File: src/design/antr_pkg.sv
/*
 * Constants, register map and carrier types for the negotiation and training
 * register bank. Assumes a 32-bit register bus with byte addresses and one
 * aligned word per register.
 */
package antr_pkg;
    localparam int ADDR_W = 12;
    localparam int NCFG = 12;

    localparam logic [ADDR_W-1:0] OFF_AN_CTL1 = 12'h0E0;
    localparam logic [ADDR_W-1:0] OFF_SPEED = 12'h13C;
    localparam logic [ADDR_W-1:0] OFF_TX_STAT = 12'h400;
    localparam logic [ADDR_W-1:0] OFF_RX_STAT = 12'h404;

    // config register indices
    localparam int CI_AN1 = 0;
    localparam int CI_AN2 = 1;
    localparam int CI_ABIL = 2;
    localparam int CI_LTCTL = 3;
    localparam int CI_TRAINED = 4;
    localparam int CI_PRESET = 5;
    localparam int CI_INIT = 6;
    localparam int CI_SEED01 = 7;
    localparam int CI_SEED23 = 8;
    localparam int CI_COEF01 = 9;
    localparam int CI_COEF23 = 10;
    localparam int CI_USER = 11;

    localparam logic [ADDR_W-1:0] CFG_OFF [NCFG] = '{
        12'h0E0, 12'h0E4, 12'h0F8, 12'h100, 12'h104, 12'h108,
        12'h10C, 12'h110, 12'h114, 12'h130, 12'h134, 12'h138};
    localparam logic [31:0] CFG_MASK [NCFG] = '{
        32'h0000_1FFF, 32'h003F_0003, 32'h000F_FFFF, 32'h0000_0003,
        32'h0000_000F, 32'h0000_000F, 32'h0000_000F, 32'h07FF_07FF,
        32'h07FF_07FF, 32'h0FFF_0FFF, 32'h0FFF_0FFF, 32'hFFFF_FFFF};
    localparam logic [31:0] CFG_RST [NCFG] = '{
        32'h0000_0002, 32'h0000_0000, 32'h0000_0000, 32'h0000_0000,
        32'h0000_0000, 32'h0000_0000, 32'h0000_0000, 32'h0000_0000,
        32'h0000_0000, 32'h0000_0000, 32'h0000_0000, 32'h0000_0000};

    localparam int SWITCH_BIT = 0;
    localparam int AN2_PAUSE_LSB = 0;
    localparam int AN2_FEC_LSB = 16;
    localparam int SEED_HI_LSB = 16;
    localparam int COEF_HI_LSB = 16;

    localparam int TX_STAT_W = 1;
    localparam int RX_STAT_W = 12;
    localparam logic [TX_STAT_W-1:0] TX_LL_MASK = 1'h0;
    localparam logic [TX_STAT_W-1:0] TX_STAT_RST = 1'h0;
    localparam logic [RX_STAT_W-1:0] RX_LL_MASK = 12'h003;
    localparam logic [RX_STAT_W-1:0] RX_STAT_RST = 12'h003;

    localparam logic [1:0] RESP_OKAY = 2'h0;
    localparam logic [1:0] RESP_SLVERR = 2'h2;

    // layout of the first negotiation control register, bit 0 at the bottom
    typedef struct packed {
        logic localFault;
        logic restartNeg;
        logic pseudoSel;
        logic [7:0] nonceSeed;
        logic bypass;
        logic enable;
    } antr_an_ctl_t;

    // one lane's coefficient field, bit 0 at the bottom
    typedef struct packed {
        logic [1:0] statM1;
        logic [1:0] stat0;
        logic [1:0] statP1;
        logic [1:0] kM1;
        logic [1:0] k0;
        logic [1:0] kP1;
    } antr_lt_coef_t;

    typedef struct packed {
        logic hit;
        logic [3:0] idx;
    } antr_hit_t;

    function automatic antr_hit_t antr_cfg_decode(input logic [ADDR_W-1:0] addr);
        antr_hit_t res;
        res = '0;
        for (int i = 0; i < NCFG; i++) begin
            if ({addr[ADDR_W-1:2], 2'h0} == CFG_OFF[i]) begin
                res.hit = 1'b1;
                res.idx = 4'(i);
            end
        end
        return res;
    endfunction

    function automatic logic [31:0] antr_merge(input logic [31:0] old,
                                               input logic [31:0] data,
                                               input logic [3:0] strb);
        logic [31:0] res;
        res = old;
        for (int b = 0; b < 4; b++) begin
            if (strb[b]) begin
                res[b*8 +: 8] = data[b*8 +: 8];
            end
        end
        return res;
    endfunction
endpackage

File: src/design/antr_sync.sv
/*
 * Three-stage synchroniser for a status vector. Assumes the inputs come from
 * another clock domain; a bit's change is taken once stages two and three agree.
 */
`timescale 1ns/1ps
module antr_sync #(
    parameter int W = 1,
    parameter logic [W-1:0] RST = '0
) (
    input wire logic clk,
    input wire logic rst_b,
    input wire logic [W-1:0] din,
    output logic [W-1:0] dout
);
    logic [W-1:0] s1Q;
    logic [W-1:0] s2Q;
    logic [W-1:0] s3Q;
    logic [W-1:0] outQ;

    always_ff @(posedge clk or negedge rst_b) begin
        if (!rst_b) begin
            s1Q <= RST;
            s2Q <= RST;
            s3Q <= RST;
        end else begin
            s1Q <= din;
            s2Q <= s1Q;
            s3Q <= s2Q;
        end
    end

    // filters a one-cycle metastable glitch out of stage three
    always_ff @(posedge clk or negedge rst_b) begin
        if (!rst_b) begin
            outQ <= RST;
        end else begin
            outQ <= (s2Q & s3Q) | (~(s2Q ^ s3Q) & s3Q) | ((s2Q ^ s3Q) & outQ);
        end
    end

    assign dout = outQ;
endmodule

File: src/design/antr_latch.sv
/*
 * Sticky status latches, high or low per bit. Assumes the condition inputs are
 * already in this clock domain and rel pulses for one cycle on a register read.
 */
`timescale 1ns/1ps
module antr_latch #(
    parameter int W = 1,
    parameter logic [W-1:0] LOW_MASK = '0,
    parameter logic [W-1:0] RST = '0
) (
    input wire logic clk,
    input wire logic rst_b,
    input wire logic [W-1:0] cond,
    input wire logic rel,
    output logic [W-1:0] q
);
    logic [W-1:0] latQ;

    for (genvar i = 0; i < W; i++) begin : gBit
        always_ff @(posedge clk or negedge rst_b) begin
            if (!rst_b) begin
                latQ[i] <= RST[i];
            end else if (LOW_MASK[i]) begin
                // low latch; a new drop in the read cycle still wins
                latQ[i] <= cond[i] & (latQ[i] | rel);
            end else begin
                latQ[i] <= cond[i] | (latQ[i] & ~rel);
            end
        end
    end

    assign q = latQ;
endmodule

File: src/design/antr_regs.sv
/*
 * Negotiation and training register bank with its AXI4-Lite slave, the
 * self-clearing speed-switch request and the first transmit and receive
 * status registers. Assumes one register bus clock; status inputs arrive
 * from another domain and are synchronised here.
 */
`timescale 1ns/1ps
module antr_regs
    import antr_pkg::*;
#(
    parameter bit RUNTIME_SWITCH = 1'b1
) (
    input wire logic clk,
    input wire logic rst_b,
    input wire logic [ADDR_W-1:0] s_axi_awaddr,
    input wire logic s_axi_awvalid,
    output logic s_axi_awready,
    input wire logic [31:0] s_axi_wdata,
    input wire logic [3:0] s_axi_wstrb,
    input wire logic s_axi_wvalid,
    output logic s_axi_wready,
    output logic [1:0] s_axi_bresp,
    output logic s_axi_bvalid,
    input wire logic s_axi_bready,
    input wire logic [ADDR_W-1:0] s_axi_araddr,
    input wire logic s_axi_arvalid,
    output logic s_axi_arready,
    output logic [31:0] s_axi_rdata,
    output logic [1:0] s_axi_rresp,
    output logic s_axi_rvalid,
    input wire logic s_axi_rready,
    input wire logic [TX_STAT_W-1:0] txStatusIn,
    input wire logic [RX_STAT_W-1:0] rxStatusIn,
    output antr_an_ctl_t anCtl,
    output logic [1:0] anPauseCtl,
    output logic [5:0] anFecCtl,
    output logic [19:0] anAbility,
    output logic ltTrainEnable,
    output logic ltRestartTraining,
    output logic [3:0] ltRxTrained,
    output logic [3:0] ltPresetToTx,
    output logic [3:0] ltInitToTx,
    output logic [3:0][10:0] ltSeed,
    output antr_lt_coef_t [3:0] ltCoef,
    output logic [31:0] userReg,
    output logic speedSwitchReq
);
    logic [31:0] cfgQ [NCFG];
    logic awreadyQ;
    logic bvalidQ;
    logic [1:0] brespQ;
    logic arreadyQ;
    logic rvalidQ;
    logic [1:0] rrespQ;
    logic [31:0] rdataQ;
    logic speedQ;
    logic wrFire;
    logic rdFire;
    antr_hit_t wHit;
    antr_hit_t rHit;
    logic [31:0] rdMux;
    logic rdOk;
    logic txRel;
    logic rxRel;
    logic [TX_STAT_W-1:0] txSync;
    logic [RX_STAT_W-1:0] rxSync;
    logic [TX_STAT_W-1:0] txLat;
    logic [RX_STAT_W-1:0] rxLat;
    logic an1WrittenQ;

    assign wHit = antr_cfg_decode(s_axi_awaddr);
    assign rHit = antr_cfg_decode(s_axi_araddr);
    assign wrFire = s_axi_awvalid & s_axi_wvalid & awreadyQ;
    assign rdFire = s_axi_arvalid & arreadyQ;

    // write channel: address and data taken together, one write in flight
    always_ff @(posedge clk or negedge rst_b) begin
        if (!rst_b) begin
            awreadyQ <= 1'b0;
        end else begin
            awreadyQ <= s_axi_awvalid & s_axi_wvalid & ~awreadyQ & ~bvalidQ;
        end
    end

    always_ff @(posedge clk or negedge rst_b) begin
        if (!rst_b) begin
            bvalidQ <= 1'b0;
            brespQ <= RESP_OKAY;
        end else if (wrFire) begin
            bvalidQ <= 1'b1;
            if (wHit.hit || {s_axi_awaddr[ADDR_W-1:2], 2'h0} == OFF_SPEED
                || {s_axi_awaddr[ADDR_W-1:2], 2'h0} == OFF_TX_STAT
                || {s_axi_awaddr[ADDR_W-1:2], 2'h0} == OFF_RX_STAT) begin
                brespQ <= RESP_OKAY;
            end else begin
                brespQ <= RESP_SLVERR;
            end
        end else if (s_axi_bready) begin
            bvalidQ <= 1'b0;
        end
    end

    // configuration words, byte-strobed, unused bits forced to zero
    for (genvar g = 0; g < NCFG; g++) begin : gCfg
        always_ff @(posedge clk or negedge rst_b) begin
            if (!rst_b) begin
                cfgQ[g] <= CFG_RST[g];
            end else if (wrFire && wHit.hit && wHit.idx == 4'(g)) begin
                cfgQ[g] <= antr_merge(cfgQ[g], s_axi_wdata, s_axi_wstrb)
                           & CFG_MASK[g];
            end
        end
    end

    // one-cycle request; nothing is stored, so a read returns zero
    always_ff @(posedge clk or negedge rst_b) begin
        if (!rst_b) begin
            speedQ <= 1'b0;
        end else begin
            speedQ <= RUNTIME_SWITCH
                      & wrFire
                      & ({s_axi_awaddr[ADDR_W-1:2], 2'h0} == OFF_SPEED)
                      & s_axi_wstrb[0]
                      & s_axi_wdata[SWITCH_BIT];
        end
    end

    assign speedSwitchReq = speedQ;

    // status path
    antr_sync #(.W(TX_STAT_W), .RST(TX_STAT_RST)) uTxSync (
        .clk(clk),
        .rst_b(rst_b),
        .din(txStatusIn),
        .dout(txSync)
    );

    antr_sync #(.W(RX_STAT_W), .RST(RX_STAT_RST)) uRxSync (
        .clk(clk),
        .rst_b(rst_b),
        .din(rxStatusIn),
        .dout(rxSync)
    );

    assign txRel = rdFire & ({s_axi_araddr[ADDR_W-1:2], 2'h0} == OFF_TX_STAT);
    assign rxRel = rdFire & ({s_axi_araddr[ADDR_W-1:2], 2'h0} == OFF_RX_STAT);

    antr_latch #(.W(TX_STAT_W), .LOW_MASK(TX_LL_MASK), .RST(TX_STAT_RST)) uTxLat (
        .clk(clk),
        .rst_b(rst_b),
        .cond(txSync),
        .rel(txRel),
        .q(txLat)
    );

    antr_latch #(.W(RX_STAT_W), .LOW_MASK(RX_LL_MASK), .RST(RX_STAT_RST)) uRxLat (
        .clk(clk),
        .rst_b(rst_b),
        .cond(rxSync),
        .rel(rxRel),
        .q(rxLat)
    );

    // read mux
    always_comb begin
        rdMux = '0;
        rdOk = 1'b1;
        if (rHit.hit) begin
            rdMux = cfgQ[rHit.idx] & CFG_MASK[rHit.idx];
        end else begin
            unique case ({s_axi_araddr[ADDR_W-1:2], 2'h0})
                OFF_SPEED: rdMux = '0;
                OFF_TX_STAT: rdMux = 32'(txLat);
                OFF_RX_STAT: rdMux = 32'(rxLat);
                default: rdOk = 1'b0;
            endcase
        end
    end

    always_ff @(posedge clk or negedge rst_b) begin
        if (!rst_b) begin
            arreadyQ <= 1'b0;
        end else begin
            arreadyQ <= s_axi_arvalid & ~arreadyQ & ~rvalidQ;
        end
    end

    always_ff @(posedge clk or negedge rst_b) begin
        if (!rst_b) begin
            rvalidQ <= 1'b0;
            rdataQ <= '0;
            rrespQ <= RESP_OKAY;
        end else if (rdFire) begin
            rvalidQ <= 1'b1;
            rdataQ <= rdMux;
            rrespQ <= rdOk ? RESP_OKAY : RESP_SLVERR;
        end else if (s_axi_rready) begin
            rvalidQ <= 1'b0;
        end
    end

    assign s_axi_awready = awreadyQ;
    assign s_axi_wready = awreadyQ;
    assign s_axi_bvalid = bvalidQ;
    assign s_axi_bresp = brespQ;
    assign s_axi_arready = arreadyQ;
    assign s_axi_rvalid = rvalidQ;
    assign s_axi_rdata = rdataQ;
    assign s_axi_rresp = rrespQ;

    // control outputs, straight from the configuration flops
    assign anCtl = antr_an_ctl_t'(cfgQ[CI_AN1][$bits(antr_an_ctl_t)-1:0]);
    assign anPauseCtl = cfgQ[CI_AN2][AN2_PAUSE_LSB +: 2];
    assign anFecCtl = cfgQ[CI_AN2][AN2_FEC_LSB +: 6];
    assign anAbility = cfgQ[CI_ABIL][19:0];
    assign ltTrainEnable = cfgQ[CI_LTCTL][0];
    assign ltRestartTraining = cfgQ[CI_LTCTL][1];
    assign ltRxTrained = cfgQ[CI_TRAINED][3:0];
    assign ltPresetToTx = cfgQ[CI_PRESET][3:0];
    assign ltInitToTx = cfgQ[CI_INIT][3:0];
    assign ltSeed[0] = cfgQ[CI_SEED01][10:0];
    assign ltSeed[1] = cfgQ[CI_SEED01][SEED_HI_LSB +: 11];
    assign ltSeed[2] = cfgQ[CI_SEED23][10:0];
    assign ltSeed[3] = cfgQ[CI_SEED23][SEED_HI_LSB +: 11];
    assign ltCoef[0] = antr_lt_coef_t'(cfgQ[CI_COEF01][11:0]);
    assign ltCoef[1] = antr_lt_coef_t'(cfgQ[CI_COEF01][COEF_HI_LSB +: 12]);
    assign ltCoef[2] = antr_lt_coef_t'(cfgQ[CI_COEF23][11:0]);
    assign ltCoef[3] = antr_lt_coef_t'(cfgQ[CI_COEF23][COEF_HI_LSB +: 12]);
    assign userReg = cfgQ[CI_USER];

    // helper for checks: first control word touched since reset
    always_ff @(posedge clk or negedge rst_b) begin
        if (!rst_b) begin
            an1WrittenQ <= 1'b0;
        end else if (wrFire && wHit.hit && wHit.idx == 4'(CI_AN1)) begin
            an1WrittenQ <= 1'b1;
        end
    end
endmodule

File: config.mk
export PLATFORM = sky130hd
export DESIGN_NAME = antr_regs
export DESIGN_NICKNAME = d
export VERILOG_FILES = /design/src/design/antr_pkg.sv /design/src/design/antr_sync.sv /design/src/design/antr_latch.sv /design/src/design/antr_regs.sv
export SDC_FILE = /design/constraint.sdc
export NUM_CORES = 1
export LEC_CHECK = 0
export BUFFER_PORTS_ARGS = -buffer_cell sky130_fd_sc_hd__buf_4
export CAP_MARGIN = 20
export CORE_MARGIN = 2
export CORE_UTILIZATION = 51
export CTS_BUF_LIST = sky130_fd_sc_hd__clkbuf_16
export DETAILED_ROUTE_END_ITERATION = 12
export PLACE_DENSITY = 0.83
export SETUP_SLACK_MARGIN = 0.4
export SKIP_LAST_GASP = 1
export SLEW_MARGIN = 25
export SYNTH_ARGS = -nofsm -noshare
export SYNTH_HDL_FRONTEND = slang
export SYNTH_SLANG_ARGS = --single-unit
File: constraint.sdc
create_clock -name clk -period 2.35 [get_ports clk]
set_input_delay 0.235 -clock clk [delete_from_list [all_inputs] [get_ports clk]]
set_output_delay 0.235 -clock clk [all_outputs]
set_load 0.005 [all_outputs]
==> Word-level counts from Yosys, hierarchy flattened <==
Memory sizes are Yosys's and may differ from the RTL's.
Cells that the tools add are included.
{ "totals": {"regBits": 285, "latch_bits": 0, "ram_bits": 0, "romBits": 512, "inputBits": 80, "output_inout_bits": 221, "wordCells": 253, "mem_count": 1} }
{ "memory_table": {"columns": ["name", "words", "width", "rd", "rd_clocked_by_memory_dff", "wr", "line_no", "text"], "rows": [
  ["(no name shown)", 16, 32, 1, 0, 0, "antr_regs.sv:169", "rdMux = cfgQ[rHit.idx] & CFG_MASK[rHit.idx];"]
]} }
{ "classes": {"n_addsub": 0, "n_mul": 0, "n_div": 0, "n_lt_le_gt_ge": 1, "eq_ne": 41, "shift": 0, "muxes": 39, "bitwise_logic": 60, "n_reduce_logical": 51} }
{ "ops": {"columns": ["operator", "n"], "rows": [
  ["$eq A10 B7 Y1 const B", 20],
  ["$mux W32", 5],
  ["$bmux W32 S4", 1],
  ["$mux W5", 24],
  ["$reduce_and A2 Y1", 31],
  ["$eq A10 B6 Y1 const B", 6],
  ["$eq A10 B9 Y1 const B", 4],
  ["$and A12 B12 Y12", 3],
  ["$and A32 B32 Y32", 1],
  ["$and A1 B1 Y1", 28],
  ["$or A12 B12 Y12", 2],
  ["$pmux W12 S2", 1],
  ["$eq A4 B3 Y1 const B", 4],
  ["$eq A4 B4 Y1 const B", 4],
  ["$or A1 B1 Y1", 15],
  ["$logic_and A1 B1 Y1", 13],
  ["$not A12 Y12", 1],
  ["$xor A12 B12 Y12", 1],
  ["$eq A4 B2 Y1 const B", 2],
  ["$not A1 Y1", 7],
  ["$mux W1", 6],
  ["$ge A5 B5 Y1 const B", 1],
  ["$not A4 Y5", 1],
  ["$eq A4 B1 Y1 const B", 1],
  ["other kinds (6)", 10]
]} }

==> Logic depth before layout (Yosys ltp) <==
{ "logic_depth": {"ltp_word": 19, "mapped_depth": 15, "depth_no_buf": 11} }

==> Hierarchy <==
From an unflattened synthesis, not the netlist that was laid out.
{ "unflattened": {"hier_cells": 1042, "hier_area_um2": 12759.7} }
{ "by_module_without_submodules": {"columns": ["mod", "n_inst", "cells_each", "area_each_um2", "seq_area_each_um2"], "rows": [
  ["antr_regs", 1, 936, 10755.3, 5456.5],
  ["antr_sync (uRxSync)", 1, 72, 1451.4, 1211.2],
  ["antr_latch (uRxLat)", 1, 25, 396.6, 302.8],
  ["antr_sync (uTxSync)", 1, 6, 120.1, 100.1],
  ["antr_latch (uTxLat)", 1, 3, 36.3, 25.0]
]} }

==> Worst setup path before layout <==
No wires, ideal clock.
{ "synth_path": {"path_type": "input -> register", "start": "input s_axi_araddr[7]", "end": "register rdataQ[5] (netlist: s_axi_rdata[5])", "t_arrival_ns": 2.959, "required_ns": 2.268, "path_slack_ns": -0.692, "cell_stages": 14, "n_path_buf": 3, "cell_sequence": "or4_1 > buf_2 > nor2_2 > o211a_1 > buf_2 > buf_2 > ha_1 > nor2b_1 > o21ai_0 > a21oi_1 > o21ai_0 > a21o_1 > a221o_1 > o22ai_1"} }
{ "synth_via": {"elab_chain_len": 18} }
{ "synth_lines": {"columns": ["element", "line_no", "text"], "rows": [
  ["start, declared", "antr_regs.sv:25", "input wire logic [ADDR_W-1:0] s_axi_araddr,"],
  ["$eq A10 B6 Y1", "antr_pkg.sv:86", "if ({addr[ADDR_W-1:2], 2'h0} == CFG_OFF[i]) begin"],
  ["$mux W5 (11 in a row)", "antr_pkg.sv:86", null],
  ["$not A4 Y5 (not written as such)", "antr_regs.sv:169", null],
  ["$mem_v2 Z16 W32 / $bmux W32 S4 (equally long branches)", null, null],
  ["$mux W32 (not written as such) (2 in a row)", "antr_regs.sv:169", null],
  ["$and A32 B32 Y32", "antr_regs.sv:169", null],
  ["$mux W32 (*)", "antr_regs.sv:168", "if (rHit.hit) begin"],
  ["end signal, assigned", "antr_regs.sv:195", "rdataQ <= rdMux;"],
  ["end, declared", "antr_regs.sv:55", "logic [31:0] rdataQ;"]
]} }
Mark *: on every way between the ends. The rest lies on a longest branch, timed or not. The select of a mux whose other input is x is not followed.
A chain may end at the register's enable or synchronous reset.

==> Final worst setup path <==
{ "layout_path": {"start": "input s_axi_araddr[11]", "end": "register rdataQ[6] (netlist: s_axi_rdata[6])"} }
Same word-level chain as after synthesis.

==> parameters.txt <==
Parameter                              Value

Setup path
  Max incr delay on CP ... 0.59 ns
  Dominant delay contributor by cell family on the critical path ... buffers and inverters
  Maximum fanout along the worst path ... 10
  Class of the most critical setup path ... in2reg
  List of cells traversed by the critical path ... buf_6, or4_4, buf_4, nor2_4, o211a_4, buf_4, buf_12, buf_12, mux2i_1, o211ai_1, a221o_1
  Kind of end point of the critical path ... flip-flop
  Critical path buffers and inverters ... 5
  CP required ... 2.78 ns
  Startpoint type of the worst setup path ... input pin
  Signal arrival time at the worst endpoint ... 2.63 ns
  Cell at the slowest stage of the critical path ... sky130_fd_sc_hd__or4_4

Yosys
  Number of synthesis warnings ... 0
  Area share of the largest cell type after synthesis ... 54.3%
  Post-synthesis instance area ... 0.0125 mm2
  Post-synth EDFFs ... 0
  FF+latch count, synth ... 283
  Cell count after synthesis ... 996
  Dominant cell by count in the synthesized netlist ... sky130_fd_sc_hd__dfrtp_1
  Most used DFF post-synth ... sky130_fd_sc_hd__dfrtp_1
  Synth cell types ... 68
  Mean cell area of the mapped netlist ... 12.6 um2
  Leading post-synthesis cells by instance count ... sky130_fd_sc_hd__dfrtp_1, sky130_fd_sc_hd__mux2_2, sky130_fd_sc_hd__nand2_1
  Dominant cell type by area after synthesis ... sky130_fd_sc_hd__dfrtp_1
  Top area cells in the synthesized netlist ... sky130_fd_sc_hd__dfrtp_1, sky130_fd_sc_hd__mux2_2, sky130_fd_sc_hd__mux2i_1
  Sequential cell area fraction in the yosys report ... 56.6%
  Fraction of synthesis flops using an asynchronous set or reset pin ... 100%

Die
  Top-Level Pins ... 301
  Total number of placement rows ... 57
  Die Outline Area ... 0.0258 mm2
  Initial standard-cell utilization of the core ... 51.7%
  Die X ... 161 um
  CORE AREA ... 0.0242 mm2
  Die boundary height ... 161 um

Cells and area
  Share of layout cells above drive strength 1 ... 50.5%
  Total number of nets in the final design ... 1548
  Sequential cell area ... 0.00710 mm2
  Area occupied by multi-input gates ... 0.00570 mm2
  Fillcell total ... 1562
  Layout area overhead ... 44.5%
  Post-route non-filler standard cell count ... 1796

Place
  Pre-CTS setup slack ... -0.527 ns
  Cell count after placement ... 1678
  Number of buffers inserted by port buffering ... 294
  Final weighted congestion in routability-driven placement ... 0.904
  Detailed-placement wirelength estimate ... 28500 um

Clock tree
  Clk slew on worst S/H paths ... 0.07 ns
  Total clock buffers created by CTS ... 28
  Clock Root Buffer ... sky130_fd_sc_hd__clkbuf_16
  Clock buffer depth ... 3
  H-tree levels ... 1
  CTS tree ... done
  Total number of clock tree sinks ... 283
  Clk_lat worst skew ... 0.55 ns

STA
  Transition time of the tightest slew-check pin ... 0.490 ns
  Worst hold-check slack ... 0.0336 ns
  Setup Viol. Count Final ... 0
  Number of hold-slack violations in the final timing report ... 0
  Clk_skew ... 0.0130 ns
  Unrepaired setup endpoints after global routing ... true
  Max Slew Vio Count ... 0
  Setup Total Neg Slack ... 0 ns
  Worst max-slew margin expressed relative to the limit ... 67.0%
  Final worst-path setup slack ... 0.149 ns
  Maximum clock frequency ... 0.454 GHz
  Crit share post-route ... 93.6%
  Min Clock Period, post-route ... 2.20 ns

Detailed routing
  DRC ... 0
  Total via count after detailed routing ... 10600
  First DRT Iteration DRCs ... 746
  Average wire length per cell after detail routing ... 23.0 um
  Number of vias per cell ... 5.93
  Antenna-violating nets left ... 0
  Total detailed-routing wirelength ... 41300 um
  TritonRoute pass-1 iters ... 5

Global routing
  Global-route wire length before repair ... 62200 um
  Global route overflow ... 0
  Pin count of the biggest net entering global routing ... 96
  Overall global routing resource usage ... 31.1%
  Number of global-route vias before repair ... 10800
  Initial antenna violation count ... 1

Power and ir drop
  Power Dens Cells ... 570 mW/mm2
  PnR Total Power ... 0.0103 W
  Leakage dissipation ... 9.00 nW
  Maximum VDD drop ... 547 uV

Outcome
  Run status ... complete, no violations

Hold path
  Class of the tightest hold or removal check ... in2reg

Job
  Total of max-cap violations ... 0
## path summary, 6_finish.rpt
path | start | to | slack [ns] | cells past startpoint
worst max-delay path | s_axi_araddr[11] | s_axi_rdata[6]$_DFFE_PN0P_ | 0.15 | 11
worst min-delay path | s_axi_wdata[1] | ltSeed[1]$_DFFE_PN0P_ | 0.03 | 2
worst max register to register | s_axi_awready$_DFF_PN0_ | ltSeed[22]$_DFFE_PN0P_ | 0.48 | 7
worst min register to register | uRxSync.s1Q[5]$_DFF_PN0_ | uRxSync.s2Q[5]$_DFF_PN0_ | 0.35 | 0
max in group asynchronous | rst_b | uRxSync.s1Q[8]$_DFF_PN0_ | 1.28 | 3
min in group asynchronous | rst_b | ltCoef[14]$_DFFE_PN0P_ | 0.21 | 2
## routing by layer
metal | global-route usage [%] | part of all wire (%)
met5 | 0 | 0
met4 | 12.6 | 4.2
met3 | 5.19 | 7.5
met2 | 53.9 | 50
met1 | 39.1 | 38
## layout by cell type, fill, tap and decap left out, drive strengths merged, types with 29 or more instances in the layout
cell	instances
buf	419
dfrtp	272
mux2	181
nand2	79
mux2i	51
dlygate4sd3	50
o21ai	33
nor2	33
a21oi	32
clkbuf	29
nand3	29
## final cells by class
type                            count  share of cell area (%)
Timing Repair Buffer              470                    21.9
Multi-Input combinational cell    662                    31.4
Sequential cell                   283                    39.2
Tap cell                          324                    2.24
Clock inverter                     22                    1.12
Clock buffer                       29                    4.01
Antenna cell                        1                  0.0138
Inverter                            5                   0.117
## state kept, by name (all words and copies together), names as in the netlist, 2 cells and up
register      cells
ltCoef           48
ltSeed           44
s_axi_rdata      32
userReg          32
anAbility        20
anCtl            13
uRxLat.q         12
uRxSync.dout     12
uRxSync.s1Q      12
uRxSync.s2Q      12
uRxSync.s3Q      12
anFecCtl          6
ltInitToTx        4
ltPresetToTx      4
ltRxTrained       4
anPauseCtl        2
## cells by family (layout without fill, tap and decap cells)
family                     Yosys count  count (layout)  synth area share (%)
AOI/OAI and AO/OA                  174             174                  9.66
xor gates and xnor gates             4               4                 0.280
adders and majority gates           18              18                  1.80
buffers and inverters               52             526                  1.86
DFF                                283             283                  56.6
muxes                              232             232                  20.3
other                                1               3                0.0299
and+or+nand+nor                    232             232                  9.42
## timing repair
item,in CTS,in global routing
buffers inserted,8,7
pin swaps,12,13
cloned,1,0
hold endpoints to repair,208,0
endpoints found under the setup margin,103,138
hold buffers,50,0
gates resized for setup,40,26
## through the flow
step                      util, %  area, um2
after floorplan                 -      12800
after global placement       66.9      16200
after detailed placement     66.9      16200
after CTS                    73.9      17900
after global routing         74.7      18100
final                        74.7      18100
## power by group
group | internal (W) | switching (W)
logic | 0.000339 | 0.000399
clock network | 0.00258 | 0.00197
registers | 0.00498 | 0.0000671
total | 0.00789 | 0.00243
Note: power is estimated with default switching activity, not from simulation.
